<file path="config.mk">
export PLATFORM = sky130hd
export DESIGN_NAME = adc_conversion_control
export DESIGN_NICKNAME = d
export VERILOG_FILES = /design/src/rtl/adc_ctrl_pkg.sv /design/src/rtl/adc_conversion_control.sv
export SDC_FILE = /design/constraint.sdc
export NUM_CORES = 1
export LEC_CHECK = 0
export ABC_AREA = 1
export CORE_ASPECT_RATIO = 1.75
export CORE_MARGIN = 2
export CORE_UTILIZATION = 35
export DETAILED_ROUTE_END_ITERATION = 8
export DONT_BUFFER_PORTS = 1
export PLACE_DENSITY_LB_ADDON = 0.15
export SYNTH_ARGS = -nofsm -noshare
export SYNTH_HDL_FRONTEND = slang
export SYNTH_SLANG_ARGS = --single-unit
</file>
<file path="constraint.sdc">
create_clock -name hclk -period 6.05 [get_ports hclk]
set_clock_uncertainty 0.1 [all_clocks]
set_input_delay 0.3025 -clock hclk [delete_from_list [all_inputs] [get_ports hclk]]
set_output_delay 0.3025 -clock hclk [all_outputs]
set_load 0.01 [all_outputs]
</file>
<file path="src/rtl/adc_ctrl_pkg.sv">
// Constants, field layout and state types for the converter control block.
// Assumes a single 25 MHz peripheral clock and an AHB-Lite register port.
//----------------------------------------------------------------------
// Overview of operation
// - Shadow selections copy to active while idle
// - Selections frozen; copying resumes in last cycle
// - Start begins on next converter clock edge
// - Free-run: next result keeps the old channel
// - Over-range input saturates at code 1023
// - Reference select 0 means internal reference
// - Temperature channel enables the temperature sensor
// - Window mode 1 to 4 picks one of four
// - Inside and outside window use strict compares
// - Window compare only on final accumulated result
// - Flags set even when interrupt disabled
// - Request held while enable and flag set
// - One-clock result ready event per result
// - Rising event edge sets start and converts
// - Standby blocks new conversions unless run-in-standby set; one in flight still finishes
// - Standby clock requested only while delaying or converting
// - First standby conversion waits the initial delay
// - Power-down halts conversion; resumes, still flags
// - Reading result or writing one clears flag
// - Plain conversion lasts thirteen converter cycles
package adc_ctrl_pkg;
	// Register indexes; byte address is index times four
	localparam logic [4:0] IDX_CTRLA = 5'h00;
	localparam logic [4:0] IDX_CTRLB = 5'h01;
	localparam logic [4:0] IDX_CTRLC = 5'h02;
	localparam logic [4:0] IDX_CTRLD = 5'h03;
	localparam logic [4:0] IDX_CTRLE = 5'h04;
	localparam logic [4:0] IDX_SAMPCTRL = 5'h05;
	localparam logic [4:0] IDX_INSEL = 5'h06;
	localparam logic [4:0] IDX_COMMAND = 5'h08;
	localparam logic [4:0] IDX_EVCTRL = 5'h09;
	localparam logic [4:0] IDX_INTEN = 5'h0A;
	localparam logic [4:0] IDX_INTFL = 5'h0B;
	localparam logic [4:0] IDX_RESULT = 5'h10;
	localparam logic [4:0] IDX_WINLO = 5'h12;
	localparam logic [4:0] IDX_WINHI = 5'h14;
	// Field positions
	localparam int B_ENABLE = 0;
	localparam int B_FREERUN = 1;
	localparam int B_RES8 = 2;
	localparam int B_RUNSTBY = 7;
	localparam int B_PRESC = 0;
	localparam int B_REFERENCE_SELECT = 4;
	localparam int B_SAMPLE_CAP_SELECT = 6;
	localparam int B_INITIAL_DELAY = 5;
	localparam int B_RDY = 0;
	localparam int B_WIN = 1;
	// Timing and codes
	localparam logic [7:0] CONV_BASE_CYCLES = 8'h0D;
	localparam logic [9:0] FULL_SCALE = 10'h3FF;
	localparam int INIT_DLY_SHIFT = 4;
	localparam logic [2:0] SAMPNUM_RESERVED = 3'h7;
	localparam logic [1:0] REF_INTERNAL = 2'h0;
	localparam logic [1:0] REF_SUPPLY = 2'h1;
	// Window modes
	localparam logic [2:0] WIN_OFF = 3'h0;
	localparam logic [2:0] WIN_BELOW = 3'h1;
	localparam logic [2:0] WIN_ABOVE = 3'h2;
	localparam logic [2:0] WIN_INSIDE = 3'h3;
	localparam logic [2:0] WIN_OUTSIDE = 3'h4;
	// Sequencer states
	typedef enum logic [1:0] {ST_IDLE, ST_DELAY, ST_CONV} conv_state_type;
endpackage
</file>
<file path="src/rtl/adc_conversion_control.sv">
// Conversion control: registers, start logic, sequencer, window compare.
// Assumes the analog core presents a settled sample at the last cycle of
// each conversion, and that sleep inputs are synchronous to hclk.
`timescale 1ns/1ps
module adc_conversion_control #(
	parameter logic [4:0] TEMP_CHANNEL = 5'h1E
) (
	// Clock and reset
	input wire logic hclk,
	input wire logic hresetn,
	// AHB-Lite slave
	input wire logic hsel,
	input wire logic [31:0] haddr,
	input wire logic [1:0] htrans,
	input wire logic hwrite,
	input wire logic [2:0] hsize,
	input wire logic [31:0] hwdata,
	input wire logic hready,
	output logic hreadyout,
	output logic hresp,
	output logic [31:0] hrdata,
	// Event router
	input wire logic event_start,
	output logic result_ready_event,
	// Analog core
	input wire logic [9:0] core_sample_data,
	input wire logic core_over_range,
	output logic [4:0] input_select,
	output logic [1:0] reference_select,
	output logic ref_use_supply,
	output logic sample_cap_select,
	output logic temp_sensor_enable,
	output logic converting,
	// Power management
	input wire logic standby_sleep,
	input wire logic powerdown_sleep,
	output logic clock_request,
	// Interrupt requests
	output logic result_ready_irq,
	output logic window_compare_irq
);
	//------------------------------------------------------------------
	// State
	//------------------------------------------------------------------
	typedef struct packed {
		logic a_valid; // Pending data phase
		logic a_wr;
		logic [4:0] a_idx;
		logic [31:0] rdata;
		logic enable, free_run, res8, run_stby;
		logic [2:0] samp_num;
		logic samp_cap;
		logic [1:0] ref_shadow;
		logic [2:0] presc;
		logic [2:0] init_dly;
		logic [2:0] win_mode;
		logic [4:0] samp_len;
		logic [4:0] in_shadow;
		logic start, ev_en, ie_rdy, ie_win, f_rdy, f_win;
		logic [15:0] res, win_lo, win_hi;
		logic [4:0] in_act, in_cap; // Active and captured channel
		logic [1:0] ref_act, ref_cap;
		adc_ctrl_pkg::conv_state_type st;
		logic [8:0] pcnt; // Prescaler
		logic [7:0] acnt; // Converter clock cycles in phase
		logic [6:0] snum; // Samples taken
		logic [15:0] acc;
		logic ev_prev, rdy_pulse, stby_prev, init_pend;
	} state_type;

	state_type s_ff;
	state_type nxt_s;

	// Elaboration check on the channel code
	if (TEMP_CHANNEL == 5'h00) begin : g_chk
		$error("TEMP_CHANNEL must not alias channel zero");
	end

	//------------------------------------------------------------------
	// Derived values
	//------------------------------------------------------------------
	logic [8:0] div_m1; // Prescaler terminal count
	logic [7:0] conv_len;
	logic [7:0] dly_len;
	logic [2:0] samp_eff;
	logic [6:0] snum_last;
	logic tick; // One peripheral clock per converter clock
	logic last_cyc; // Last converter cycle of a conversion
	logic active_ok;
	logic [9:0] sat;
	logic [15:0] sval;
	logic [15:0] acc_n;
	logic win_hit;
	logic done_set;
	logic ahb_sel;

	always_comb begin
		div_m1 = 9'((9'h002 << s_ff.presc) - 9'h001);
		conv_len = adc_ctrl_pkg::CONV_BASE_CYCLES + {3'h0, s_ff.samp_len};
		dly_len = 8'({s_ff.init_dly, {adc_ctrl_pkg::INIT_DLY_SHIFT{1'b0}}});
		samp_eff = (s_ff.samp_num == adc_ctrl_pkg::SAMPNUM_RESERVED) ?
			3'h0 : s_ff.samp_num;
		snum_last = 7'((7'h01 << samp_eff) - 7'h01);
		tick = (s_ff.st != adc_ctrl_pkg::ST_IDLE) && !powerdown_sleep &&
			(s_ff.pcnt == div_m1);
		last_cyc = (s_ff.st == adc_ctrl_pkg::ST_CONV) &&
			(s_ff.acnt == conv_len - 8'h01);
		// Standby blocks new conversions unless told to keep running; one in flight still finishes
		active_ok = s_ff.enable && (!standby_sleep || s_ff.run_stby);
		// Over-range input reads as full scale
		sat = core_over_range ? adc_ctrl_pkg::FULL_SCALE : core_sample_data;
		sval = s_ff.res8 ? {8'h00, sat[9:2]} : {6'h00, sat};
		acc_n = 16'(s_ff.acc + sval);
		// Unsigned sixteen-bit window tests
		case (s_ff.win_mode)
			adc_ctrl_pkg::WIN_BELOW: win_hit = acc_n < s_ff.win_lo;
			adc_ctrl_pkg::WIN_ABOVE: win_hit = acc_n > s_ff.win_hi;
			adc_ctrl_pkg::WIN_INSIDE: win_hit = (acc_n > s_ff.win_lo) &&
				(acc_n < s_ff.win_hi);
			adc_ctrl_pkg::WIN_OUTSIDE: win_hit = (acc_n < s_ff.win_lo) ||
				(acc_n > s_ff.win_hi);
			default: win_hit = 1'b0;
		endcase
		done_set = tick && last_cyc && (s_ff.snum == snum_last);
		ahb_sel = hsel && htrans[1] && hready;
	end

	// Read view of the registers; reserved bits read as zero
	function automatic logic [31:0] read_mux(input state_type v,
		input logic [4:0] idx);
		logic [31:0] d;
		d = 32'h0000_0000;
		if (idx == adc_ctrl_pkg::IDX_CTRLA) begin
			d[adc_ctrl_pkg::B_ENABLE] = v.enable;
			d[adc_ctrl_pkg::B_FREERUN] = v.free_run;
			d[adc_ctrl_pkg::B_RES8] = v.res8;
			d[adc_ctrl_pkg::B_RUNSTBY] = v.run_stby;
		end else if (idx == adc_ctrl_pkg::IDX_CTRLB) begin
			d[2:0] = v.samp_num;
		end else if (idx == adc_ctrl_pkg::IDX_CTRLC) begin
			d[adc_ctrl_pkg::B_PRESC +: 3] = v.presc;
			d[adc_ctrl_pkg::B_REFERENCE_SELECT +: 2] = v.ref_shadow;
			d[adc_ctrl_pkg::B_SAMPLE_CAP_SELECT] = v.samp_cap;
		end else if (idx == adc_ctrl_pkg::IDX_CTRLD) begin
			d[adc_ctrl_pkg::B_INITIAL_DELAY +: 3] = v.init_dly;
		end else if (idx == adc_ctrl_pkg::IDX_CTRLE) begin
			d[2:0] = v.win_mode;
		end else if (idx == adc_ctrl_pkg::IDX_SAMPCTRL) begin
			d[4:0] = v.samp_len;
		end else if (idx == adc_ctrl_pkg::IDX_INSEL) begin
			d[4:0] = v.in_shadow;
		end else if (idx == adc_ctrl_pkg::IDX_COMMAND) begin
			d[0] = v.start;
		end else if (idx == adc_ctrl_pkg::IDX_EVCTRL) begin
			d[0] = v.ev_en;
		end else if (idx == adc_ctrl_pkg::IDX_INTEN) begin
			d[adc_ctrl_pkg::B_RDY] = v.ie_rdy;
			d[adc_ctrl_pkg::B_WIN] = v.ie_win;
		end else if (idx == adc_ctrl_pkg::IDX_INTFL) begin
			d[adc_ctrl_pkg::B_RDY] = v.f_rdy;
			d[adc_ctrl_pkg::B_WIN] = v.f_win;
		end else if (idx == adc_ctrl_pkg::IDX_RESULT) begin
			d[15:0] = v.res;
		end else if (idx == adc_ctrl_pkg::IDX_WINLO) begin
			d[15:0] = v.win_lo;
		end else if (idx == adc_ctrl_pkg::IDX_WINHI) begin
			d[15:0] = v.win_hi;
		end
		return d;
	endfunction

	//------------------------------------------------------------------
	// Next state
	//------------------------------------------------------------------
	always_comb begin
		nxt_s = s_ff;
		nxt_s.rdy_pulse = 1'b0;
		// Prescaler is held at zero while nothing runs, frozen in power-down
		if (s_ff.st == adc_ctrl_pkg::ST_IDLE) begin
			nxt_s.pcnt = 9'h000;
		end else if (!powerdown_sleep) begin
			nxt_s.pcnt = (s_ff.pcnt == div_m1) ? 9'h000 : s_ff.pcnt + 9'h001;
		end
		// Entering standby arms the initial delay
		nxt_s.stby_prev = standby_sleep;
		if (standby_sleep && !s_ff.stby_prev) begin
			nxt_s.init_pend = 1'b1;
		end
		// Event input is edge sensitive
		nxt_s.ev_prev = event_start;
		if (s_ff.ev_en && event_start && !s_ff.ev_prev && active_ok) begin
			nxt_s.start = 1'b1;
		end
		// Reading the result clears its flag; a same-cycle set still wins
		if (ahb_sel && !hwrite &&
			haddr[6:2] == adc_ctrl_pkg::IDX_RESULT) begin
			nxt_s.f_rdy = 1'b0;
		end
		// Register writes in the data phase
		if (s_ff.a_valid && s_ff.a_wr) begin
			if (s_ff.a_idx == adc_ctrl_pkg::IDX_CTRLA) begin
				nxt_s.enable = hwdata[adc_ctrl_pkg::B_ENABLE];
				nxt_s.free_run = hwdata[adc_ctrl_pkg::B_FREERUN];
				nxt_s.res8 = hwdata[adc_ctrl_pkg::B_RES8];
				nxt_s.run_stby = hwdata[adc_ctrl_pkg::B_RUNSTBY];
			end else if (s_ff.a_idx == adc_ctrl_pkg::IDX_CTRLB) begin
				nxt_s.samp_num = hwdata[2:0];
			end else if (s_ff.a_idx == adc_ctrl_pkg::IDX_CTRLC) begin
				nxt_s.presc = hwdata[adc_ctrl_pkg::B_PRESC +: 3];
				nxt_s.ref_shadow = hwdata[adc_ctrl_pkg::B_REFERENCE_SELECT +: 2];
				nxt_s.samp_cap = hwdata[adc_ctrl_pkg::B_SAMPLE_CAP_SELECT];
			end else if (s_ff.a_idx == adc_ctrl_pkg::IDX_CTRLD) begin
				nxt_s.init_dly = hwdata[adc_ctrl_pkg::B_INITIAL_DELAY +: 3];
			end else if (s_ff.a_idx == adc_ctrl_pkg::IDX_CTRLE) begin
				nxt_s.win_mode = hwdata[2:0];
			end else if (s_ff.a_idx == adc_ctrl_pkg::IDX_SAMPCTRL) begin
				nxt_s.samp_len = hwdata[4:0];
			end else if (s_ff.a_idx == adc_ctrl_pkg::IDX_INSEL) begin
				nxt_s.in_shadow = hwdata[4:0];
			end else if (s_ff.a_idx == adc_ctrl_pkg::IDX_COMMAND) begin
				// Writing zero does not abort a conversion
				if (hwdata[0] && s_ff.enable) begin
					nxt_s.start = 1'b1;
				end
			end else if (s_ff.a_idx == adc_ctrl_pkg::IDX_EVCTRL) begin
				nxt_s.ev_en = hwdata[0];
			end else if (s_ff.a_idx == adc_ctrl_pkg::IDX_INTEN) begin
				nxt_s.ie_rdy = hwdata[adc_ctrl_pkg::B_RDY];
				nxt_s.ie_win = hwdata[adc_ctrl_pkg::B_WIN];
			end else if (s_ff.a_idx == adc_ctrl_pkg::IDX_INTFL) begin
				// Write one to clear
				if (hwdata[adc_ctrl_pkg::B_RDY]) begin
					nxt_s.f_rdy = 1'b0;
				end
				if (hwdata[adc_ctrl_pkg::B_WIN]) begin
					nxt_s.f_win = 1'b0;
				end
			end else if (s_ff.a_idx == adc_ctrl_pkg::IDX_WINLO) begin
				nxt_s.win_lo = hwdata[15:0];
			end else if (s_ff.a_idx == adc_ctrl_pkg::IDX_WINHI) begin
				nxt_s.win_hi = hwdata[15:0];
			end
		end
		// Selections follow the shadow except while locked
		if (s_ff.st != adc_ctrl_pkg::ST_CONV) begin
			nxt_s.in_act = s_ff.in_shadow;
			nxt_s.ref_act = s_ff.ref_shadow;
		end else if (last_cyc) begin
			// Free-run takes what was captured one conversion back
			nxt_s.in_act = s_ff.free_run ? s_ff.in_cap : s_ff.in_shadow;
			nxt_s.ref_act = s_ff.free_run ? s_ff.ref_cap : s_ff.ref_shadow;
		end
		// Conversion sequencer
		case (s_ff.st)
			adc_ctrl_pkg::ST_IDLE: begin
				if (s_ff.start && active_ok && !powerdown_sleep) begin
					nxt_s.in_cap = s_ff.in_shadow;
					nxt_s.ref_cap = s_ff.ref_shadow;
					nxt_s.acnt = 8'h00;
					nxt_s.snum = 7'h00;
					nxt_s.acc = 16'h0000;
					nxt_s.init_pend = 1'b0;
					if (standby_sleep && s_ff.init_pend &&
						s_ff.init_dly != 3'h0) begin
						nxt_s.st = adc_ctrl_pkg::ST_DELAY;
					end else begin
						nxt_s.st = adc_ctrl_pkg::ST_CONV;
					end
				end
			end
			adc_ctrl_pkg::ST_DELAY: begin
				if (tick) begin
					nxt_s.acnt = s_ff.acnt + 8'h01;
					if (s_ff.acnt == dly_len - 8'h01) begin
						nxt_s.acnt = 8'h00;
						nxt_s.st = adc_ctrl_pkg::ST_CONV;
					end
				end
			end
			adc_ctrl_pkg::ST_CONV: begin
				if (tick) begin
					nxt_s.acnt = s_ff.acnt + 8'h01;
					if (last_cyc) begin
						nxt_s.acnt = 8'h00;
						nxt_s.snum = s_ff.snum + 7'h01;
						nxt_s.acc = acc_n;
						if (done_set) begin
							// Result is only compared once it is final
							nxt_s.res = acc_n;
							nxt_s.f_rdy = 1'b1;
							nxt_s.rdy_pulse = 1'b1;
							if (s_ff.win_mode != adc_ctrl_pkg::WIN_OFF &&
								win_hit) begin
								nxt_s.f_win = 1'b1;
							end
							nxt_s.snum = 7'h00;
							nxt_s.acc = 16'h0000;
							if (s_ff.free_run && s_ff.start && active_ok) begin
								nxt_s.in_cap = s_ff.in_shadow;
								nxt_s.ref_cap = s_ff.ref_shadow;
							end else begin
								nxt_s.st = adc_ctrl_pkg::ST_IDLE;
								nxt_s.start = 1'b0;
							end
						end
					end
				end
			end
			default: nxt_s.st = adc_ctrl_pkg::ST_IDLE;
		endcase
		// Disabling drops any conversion in flight
		if (!nxt_s.enable) begin
			nxt_s.st = adc_ctrl_pkg::ST_IDLE;
			nxt_s.start = 1'b0;
		end
		// Address phase capture; read data sees this cycle's updates
		nxt_s.a_valid = ahb_sel;
		nxt_s.a_wr = hwrite;
		nxt_s.a_idx = haddr[6:2];
		if (ahb_sel && !hwrite) begin
			nxt_s.rdata = read_mux(nxt_s, haddr[6:2]);
		end
	end

	//------------------------------------------------------------------
	// State register
	//------------------------------------------------------------------
	always_ff @(posedge hclk or negedge hresetn) begin
		if (!hresetn) begin
			s_ff <= '0;
		end else begin
			s_ff <= nxt_s;
		end
	end

	//------------------------------------------------------------------
	// Outputs
	//------------------------------------------------------------------
	assign hreadyout = 1'b1; // Zero wait states
	assign hresp = 1'b0;
	assign hrdata = s_ff.rdata;
	assign result_ready_event = s_ff.rdy_pulse;
	assign input_select = s_ff.in_act;
	assign reference_select = s_ff.ref_act;
	assign ref_use_supply = (s_ff.ref_act == adc_ctrl_pkg::REF_SUPPLY);
	assign sample_cap_select = s_ff.samp_cap;
	assign temp_sensor_enable = (s_ff.in_act == TEMP_CHANNEL);
	assign converting = (s_ff.st == adc_ctrl_pkg::ST_CONV);
	// Peripheral clock is only needed while an initial delay or a conversion is under way
	assign clock_request = (s_ff.st != adc_ctrl_pkg::ST_IDLE);
	assign result_ready_irq = s_ff.ie_rdy && s_ff.f_rdy;
	assign window_compare_irq = s_ff.ie_win && s_ff.f_win;
endmodule

</file>
==> results of run 1 <==
[sequential cells by signal (all words and copies together) (netlist names)]
signal / count
dly_len: 3
hrdata: 16
input_select: 5
reference_select: 2
result_ready_event: 1
s_ff: 138
sample_cap_select: 1
[cells by family after synthesis]
kind of cell	after synthesis
adders and majority gates	53
AOI/OAI and AO/OA	264
buffers and inverters	305
and+or+nand+nor	570
xor gates and xnor gates	25
DFF	166
other	2
[area by class of cell]
cell class                 instances  area [sq um]  share of cell area [%]
timing repair buffer              40           388                    3.38
clock inverter                    11           171                    1.50
sequential                       166          4150                    36.2
clock buffer                      20           457                    3.98
inverter                         239           897                    7.83
multi-input combinational        930          4920                    42.9
tap                              382           478                    4.17
[final timing paths]
check | cells after the start | slack, ns | endpoint | startpoint
min | 2 | 0.03 | s_ff[115] | hwdata[1]
max reg2reg | 34 | 1.01 | hrdata[1] | s_ff[140]
min in group asynchronous | 2 | 0.47 | s_ff[41] | hresetn
max in group asynchronous | 2 | 4.75 | input_select[4] | hresetn
max | 34 | 1.01 | hrdata[1] | s_ff[140]
min reg2reg | 2 | 0.38 | s_ff[52] | s_ff[52]
[Yosys cell counts (all sizes together), types with 7 or more instances]
master,n
nor3,30
xor2,18
clkbuf,13
nor4,10
nand3,64
ha,52
o21a,9
a21oi,61
o21ai,136
buf,53
inv,239
a22oi,7
o22ai,18
nand4,20
xnor2,7
o211ai,7
dfrtp,166
nor2,110
nand2,323
[report_power, final]
part	internal, mW	switching (mW)
logic	0.123	0.243
clock network	0.712	0.479
registers	1.16	0.0471
[timing repair]
item | CTS | global route
resized for setup | 0 | 0
endpoints found under the hold margin | 205 | 0
hold buffers | 28 | 0
[placed cells by master, fill, tap and decap left out, types with 7 or more instances in the layout]
| master | Yosys | final |
|---|---|---|
| sky130_fd_sc_hd__nand2_1 | 319 | 319 |
| sky130_fd_sc_hd__inv_1 | 231 | 231 |
| sky130_fd_sc_hd__dfrtp_1 | 166 | 166 |
| sky130_fd_sc_hd__nor2_1 | 102 | 102 |
| sky130_fd_sc_hd__o21ai_0 | 91 | 91 |
| sky130_fd_sc_hd__nand3_1 | 62 | 62 |
| sky130_fd_sc_hd__a21oi_1 | 60 | 60 |
| sky130_fd_sc_hd__ha_1 | 52 | 52 |
| sky130_fd_sc_hd__o21ai_1 | 36 | 36 |
| sky130_fd_sc_hd__nor3_1 | 27 | 27 |
| sky130_fd_sc_hd__dlygate4sd3_1 | 0 | 27 |
| sky130_fd_sc_hd__nand4_1 | 20 | 20 |
| sky130_fd_sc_hd__xor2_1 | 18 | 18 |
| sky130_fd_sc_hd__o22ai_1 | 18 | 18 |
| sky130_fd_sc_hd__conb_1 | 2 | 18 |
| sky130_fd_sc_hd__clkbuf_16 | 0 | 17 |
| sky130_fd_sc_hd__buf_4 | 44 | 12 |
| sky130_fd_sc_hd__o21a_1 | 9 | 9 |
| sky130_fd_sc_hd__nor4_1 | 10 | 9 |
| sky130_fd_sc_hd__o21ai_2 | 9 | 9 |
| sky130_fd_sc_hd__inv_2 | 8 | 8 |
| sky130_fd_sc_hd__nor2_2 | 7 | 7 |
| sky130_fd_sc_hd__xnor2_1 | 7 | 7 |
| sky130_fd_sc_hd__o211ai_1 | 7 | 7 |
| sky130_fd_sc_hd__a22oi_1 | 7 | 7 |
[per-layer routing]
metal,vias up,wire length (um),global-route usage (%)
met1,4142,11500,20.9
met5,-,0,0
li1,4448,-,-
met2,153,17400,40.9
met3,66,761,2.95
met4,0,1620,12.0
[stage by stage]
step | instances | utilization (%) | setup slack, ns | area (sq um) | hold slack, ns
global route | 1788 | 39.3 | 0.456 | 11500 | 0.0312
floorplan | 1401 | - | 1.69 | 10400 | -0.0931
CTS | 1788 | 39.3 | 0.995 | 11500 | 0.0000439
global placement | 1729 | 36.1 | 1.08 | 10500 | -0.0875
detailed placement | 1729 | 36.1 | 1.05 | 10500 | -0.0868
finish | 1788 | 39.3 | 1.01 | 11500 | 0.0258
==> summary by stage, run 1 <==
Synthesis
The synthesized area per cell is 7.47 sq um. The portion of synthesized area spent on multiplexers is 0%. Summing the areas of all fa, ha and maj instances in the mapped netlist gives 6.48% of the synthesized area. For this run, asynchronously set or reset flops after synthesis account for 100%. Sorting the synthesized cells by area gives the leading types as sky130_fd_sc_hd__dfrtp_1 40%, sky130_fd_sc_hd__nand2_1 12%, sky130_fd_sc_hd__inv_1 8.4%, sky130_fd_sc_hd__ha_1 6.3%, sky130_fd_sc_hd__o21ai_0 4.4%. After synthesis the netlist holds a flip-flop and latch count of 166.

Of the total synthesized cell area, the portion taken by AND, OR, NAND and NOR gates is 23.5%. After synthesis, flip-flops and latches occupy 40.2% of the total area. The dominant combinational cell family by area after synthesis is simple AND/OR/NAND/NOR gates. For this run, the leading register cell type out of synthesis is sky130_fd_sc_hd__dfrtp_1.

The number of synthesized flops with an enable pin is 0. The number of synthesis warnings is 0. The fraction of synthesized cell area in xor and xnor cells is 2.12%. Summed over all instances, the cell type with the most area after synthesis is sky130_fd_sc_hd__dfrtp_1. Summing the areas of all compound-gate instances in the mapped netlist gives 14.7% of the synthesized area. The cell area after synthesis is 0.0103 sq mm.

The area share of the largest cell type after synthesis is 40.2%. The number of different library cells used by synthesis comes to 50. Synthesis produced 1385 cells.

Worst setup path
Among cell families on the critical path, the largest total delay comes from simple AND/OR/NAND/NOR gates. The longest individual stage delay on the worst path is 0.50 ns. The cell that appears most often on the critical path is sky130_fd_sc_hd__nand2_1.

Counting both buffers and inverters, the worst setup path holds a total of 4. The endpoint arrival time on the critical path is 5.28 ns. The cell with the biggest individual delay on the critical path is sky130_fd_sc_hd__dfrtp_1. The worst-path maximum fanout is 10.

The critical path is of the reg -> reg type. The worst endpoint required time is 6.29 ns. STA classifies the critical path endpoint as a flop. The worst setup path is launched from a flop.

Clocking
The maximum buffer depth of the clock tree is 2. Clock-pin slew was measured on the worst setup and hold paths at 0.07 ns. The clock net in this run drives a total of 166 sinks. In this run the number of H-tree levels came out at 4. The clock root buffer is sky130_fd_sc_hd__clkbuf_16. At the later pin of the worst-skew pair, clock insertion delay measures 0.45 ns. The total setup buffers inserted after CTS is 0.

TritonCTS built the clock tree. The number of clock buffers added by TritonCTS is 17.

Global routing
The total grt overflow is 0. The global-route wire length before repair is 49.1 mm. The via count of the first global-routing pass is 8961. The number of antenna violations at the first check in global routing is 0. The overall routing resource usage is 21.0%.

Entering global routing, the biggest net connects 167 pins.

Power
The static leakage power is 6.10 nW. The total power divided by cell area is 241 mW/mm^2. The overall power after layout is 2.77 mW. The maximum ir drop on the vdd rail is 0.000197 V.

Routing
After detailed routing, the average wire length per cell comes to 17.5 um. In the routed design, unresolved DRC markers number 0. Summing over every cut layer, the via total after detailed routing is 8809. The number of detailed-routing iterations run before antenna repair is 7. In the routed layout, each cell is associated on average with a via count of 4.93.

The total detailed-routing wirelength is 31.3 mm. The detailed router finished its first iteration with 445 violations. The count of antenna-violating nets left after detailed routing is 0.

STA
Setup repair after global routing left no endpoint under its margin. The final hold violation count came to 0. After routing, the total negative slack on setup checks comes to 0 ns. The maximum operating frequency is 199 MHz.

At the pin with the least slew margin, the transition time is 0.924 ns. The worst path needs 5.04 ns of the cycle, external delays included. The part of the cycle the worst path needs is 83.2%. The number of pins with negative max-slew slack in the final report is 0. Setup violations remaining at the end of the flow were counted as 0.

The relative slew slack is 38.3%.

Cells and area
The area added between synthesis and finish is 10.8%. The final layout contains 1535 nets. The count of inserted antenna diode cells is 0. The post-route netlist has 5.90% of its cells at a drive strength greater than 1. Fill cells in the final layout number 3054.

Floorplan
The die boundary height is 231 um. The die area is 0.0310 sq mm. The horizontal extent of the die is 134 um.

The region available for standard cell placement spans 0.0292 sq mm. The row count is 83. The number of primary I/O pins is 137.

The initial standard-cell utilization of the core is 35.4%.

Placement
Detailed placement finished with a half-perimeter wire length of 23.5 mm. The congestion estimate from routability-driven global placement came to 0.887. Port buffering added 0 buffers.

Min path
The path class of the tightest hold or removal check is in -> reg.

Flow run
Across the run, the number of max-cap violations was 0.

Outcome
The flow ran to the end, and the final reports show no timing, DRC or antenna violations.
(Power assumes the default switching activity.)
==> inputs of run 2 (changes only) <==
--- a/config.mk
+++ b/config.mk
@@ -5,7 +5,7 @@
 export SDC_FILE = /design/constraint.sdc
 export NUM_CORES = 1
 export LEC_CHECK = 0
-export ABC_AREA = 1
+export ABC_AREA = 0
 export CORE_ASPECT_RATIO = 1.75
 export CORE_MARGIN = 2
 export CORE_UTILIZATION = 35
==> constraint.sdc (replaced) <==
create_clock -name hclk -period 4.7 [get_ports hclk]
set_clock_uncertainty 0.1 [all_clocks]
set_input_delay 0.235 -clock hclk [delete_from_list [all_inputs] [get_ports hclk]]
set_output_delay 0.235 -clock hclk [all_outputs]
set_load 0.01 [all_outputs]
==> summary by stage, run 2 <==
Routing
The total detailed-routing wirelength is 30.7 mm. The total via count after detailed routing is 7925. The routed wire length per instance is 20.9 um. In this run the remaining antenna-violating nets after routing total 0. The first detailed-routing pass ran for 5 iterations. The number of vias per cell is 5.39. After the first detailed-routing iteration, the DRC count stood at 384.

The DRC violations left is 0.

Synthesis
The synthesized area per cell is 9.54 sq um. The post-synthesis cell type count is 75. The number of synthesized flops with an enable pin is 0. The most used flip-flop cell after synthesis is sky130_fd_sc_hd__dfrtp_1. After synthesis the netlist holds a flip-flop and latch count of 166.

The cell area after synthesis is 0.0100 sq mm. By area the synthesized netlist is led by sky130_fd_sc_hd__dfrtp_1 41%, sky130_fd_sc_hd__mux2_2 7.2%, sky130_fd_sc_hd__ha_1 6.5%, sky130_fd_sc_hd__o21ai_0 4.2%, sky130_fd_sc_hd__buf_4 3.1%. The top cell type by area accounts for 41.4% of the synthesized area. The share of flip-flops with an asynchronous set or reset after synthesis is 100%.

The commonest cells after synthesis are 166 x sky130_fd_sc_hd__dfrtp_1, 85 x sky130_fd_sc_hd__o21ai_0, 76 x sky130_fd_sc_hd__nand2_1. Among all cell types in the netlist, the one instantiated most often is sky130_fd_sc_hd__dfrtp_1. The cell count after synthesis is 1052. The share of synthesized area occupied by flip-flops and latches is 41.4%. The cell type with the highest aggregate area in the netlist is sky130_fd_sc_hd__dfrtp_1. The number of synthesis warnings is 0.

STA
The slew at the pin closest to its max-slew limit is 1.00 ns. The worst path uses 97.1% of the clock period. Setup violations remaining at the end of the flow were counted as 0. For the finished layout, the period the worst path requires is 4.56 ns. The summed negative setup slack over all endpoints is 0 ns. The maximum operating frequency is 219 MHz. The number of pins with negative max-slew slack in the final report is 0. Measured against its own limit, the worst slew margin works out to 33.2%. The final hold violation count is 0. Setup repair after global routing could not meet its margin everywhere.

Clocking
No sink is reached through more buffers than the 2 on the longest clock path. Counting every sink on the clock net gives 166. After clock tree synthesis, the clock-pin slew on the worst setup and hold paths is 0.07 ns. In this run the number of H-tree levels came out at 4. The clock root buffer is sky130_fd_sc_hd__clkbuf_16. In this run, CTS created clock tree buffers numbering 17. For the worst-skew pair, the clock arrives at the later sink with an insertion delay of 0.46 ns. TritonCTS built the clock tree.

Floorplan
The initial standard-cell utilization of the core is 35.3%. From left edge to right edge, the die measures 132 um. The number of primary I/O pins is 137. The row count is 82.

The die covers 0.0301 sq mm. After floorplanning, the core was sized to cover 0.0284 sq mm. Measured along the y axis, the die boundary spans 228 um.

Cells and area
The final instance area is 0.0116 sq mm. The count of inserted antenna diode cells is 0. The final non-filler cell total is 1470.

The share of layout cells above drive strength 1 is 17.6%. The register with the most flip-flops in the layout has 138 of them. The register with the most flip-flops in the final layout is s_ff. The leading cell type in the layout, fill and taps excluded is sky130_fd_sc_hd__dfrtp_1.

Measured on the finished design, the core utilization comes to 40.7%. Leaving out fill and tap cells, the most frequent cells in the layout are 165 x sky130_fd_sc_hd__dfrtp_1, 83 x sky130_fd_sc_hd__o21ai_0, 76 x sky130_fd_sc_hd__nand2_1, 67 x sky130_fd_sc_hd__nor2_1, 64 x sky130_fd_sc_hd__mux2_2. The final layout contains 1220 nets.

From synthesis to final layout, the design area changed by 15.2%.

Flow run
The number of max-cap violations is 0.

Placement
The instance count after placement with tap cells included is 1399. The HPWL after detailed placement is 22.2 mm. In this run the cell area measured after placement is 0.0104 sq mm. At the end of routability-driven placement, the weighted congestion stood at 0.833.

The number of port buffers is 0.

Worst setup path
At the worst endpoint, the required time is 4.98 ns. The critical path launch point is s_ff[140]. The critical path launch point type is a flop.

The worst setup path is of the reg -> reg kind. The worst-path maximum fanout is 7. The worst register-to-register path begins at s_ff[140]. The category of the worst setup path capture point is a flop. The endpoint arrival time on the critical path is 4.84 ns.

Power
The design draws 3.85 mW. The worst-case IR drop observed on VDD is 0.000291 V. The static leakage power is 5.26 nW. The total power divided by cell area is 333 mW/mm^2.

Global routing
The global-route wire length before repair is 48.0 mm. The number of antenna violations at the first check in global routing is 0. The total grt overflow is 0. Across every metal layer, demand over resource in global routing totals 20.9%. Entering global routing, the biggest net connects 167 pins. The via count of the first global-routing pass came to 8197.

Min path
The worst min-delay path startpoint is haddr[2]. The min-delay analysis places its worst path in the category in -> reg.

Outcome
The flow ran to the end, and the final reports show no timing, DRC or antenna violations.
## run 2: changes by cell type after synthesis, moves of 21 or more
cell / delta
sky130_fd_sc_hd__nand2_1: -243
sky130_fd_sc_hd__inv_1: -168
sky130_fd_sc_hd__mux2_2: +64
sky130_fd_sc_hd__o21ai_1: -35
sky130_fd_sc_hd__nor2_1: -33
sky130_fd_sc_hd__nor2b_1: +25
sky130_fd_sc_hd__nand3_1: -23
sky130_fd_sc_hd__clkbuf_1: +21
## run 2: critical path: stages, from the launching register on
cell	delay, ns
sky130_fd_sc_hd__dfrtp_2	0.45
sky130_fd_sc_hd__buf_4	0.17
sky130_fd_sc_hd__buf_4	0.14
sky130_fd_sc_hd__a211o_1	0.26
sky130_fd_sc_hd__ha_1	0.34
sky130_fd_sc_hd__o21ai_0	0.21
sky130_fd_sc_hd__nand2b_1	0.15
sky130_fd_sc_hd__a41oi_4	0.29
sky130_fd_sc_hd__nor2_1	0.09
sky130_fd_sc_hd__xnor2_1	0.20
sky130_fd_sc_hd__inv_1	0.11
sky130_fd_sc_hd__ha_1	0.32
sky130_fd_sc_hd__a21oi_1	0.13
sky130_fd_sc_hd__nand2_1	0.07
sky130_fd_sc_hd__a221o_1	0.33
sky130_fd_sc_hd__or3_4	0.34
sky130_fd_sc_hd__mux2i_1	0.15
sky130_fd_sc_hd__nor2_1	0.06
sky130_fd_sc_hd__o32a_1	0.40
sky130_fd_sc_hd__a21oi_1	0.16
## run 2: stage by stage
| step | hold WS [ns] | worst slack (ns) |
|---|---|---|
| floorplan | -0.161 | 0.0723 |
| global placement | -0.153 | -0.183 |
| detailed placement | -0.155 | -0.190 |
| CTS | 0.0134 | 0.0166 |
| global route | 0.0296 | -0.0786 |
| finish | 0.0344 | 0.139 |
## run 2: worst paths after layout
kind	slack [ns]	cells past startpoint	endpoint
setup reg to reg	0.14	19	hrdata[1]
min in group asynchronous	0.31	2	s_ff[98]
max in group asynchronous	3.35	2	s_ff[140]
hold / removal	0.03	3	hrdata[4]
setup / recovery	0.14	19	hrdata[1]
hold reg to reg	0.38	2	s_ff[104]
## run 2: report_power, final
part / switching [mW] / internal, mW / total, mW
clock network: 0.631 / 0.800 / 1.43
registers: 0.119 / 1.56 / 1.67
logic: 0.444 / 0.299 / 0.743
## run 2: routing by layer
metal / track usage [%] / vias to the layer above / share of wire [%]
met3: 3.29 / 44 / 3.1
li1: - / 3787 / -
met2: 39.9 / 175 / 56
met5: 0 / - / 0
met4: 9.21 / 0 / 3.6
met1: 22.3 / 3919 / 38
## run 2: repair_timing
item / 4_1_cts / 5_1_grt
endpoints found under the hold margin: 235 / 0
setup buffers: 0 / 10
hold buffers: 29 / 0
endpoints found under the setup margin: 2 / 2
pin swaps: 2 / 14
resized for setup: 10 / 30
## run 2: area by class of cell
type | count | area (sq um)
well taps | 378 | 473
multi-input cells | 759 | 5490
flip-flops and latches | 166 | 4160
repair buffers | 72 | 634
clock inverters | 10 | 124
fillers | 2845 | 16900
clock buffers | 22 | 454
inverters | 63 | 236
## run 2: logic make-up after synthesis
kind of cell / synth area share (%)
adders and majority gates: 6.78
xor gates and xnor gates: 2.44
muxes: 8.83
AOI/OAI and AO/OA: 17.3
and+or+nand+nor: 16.2
buffers and inverters: 6.92
DFF: 41.4
other: 0.0748
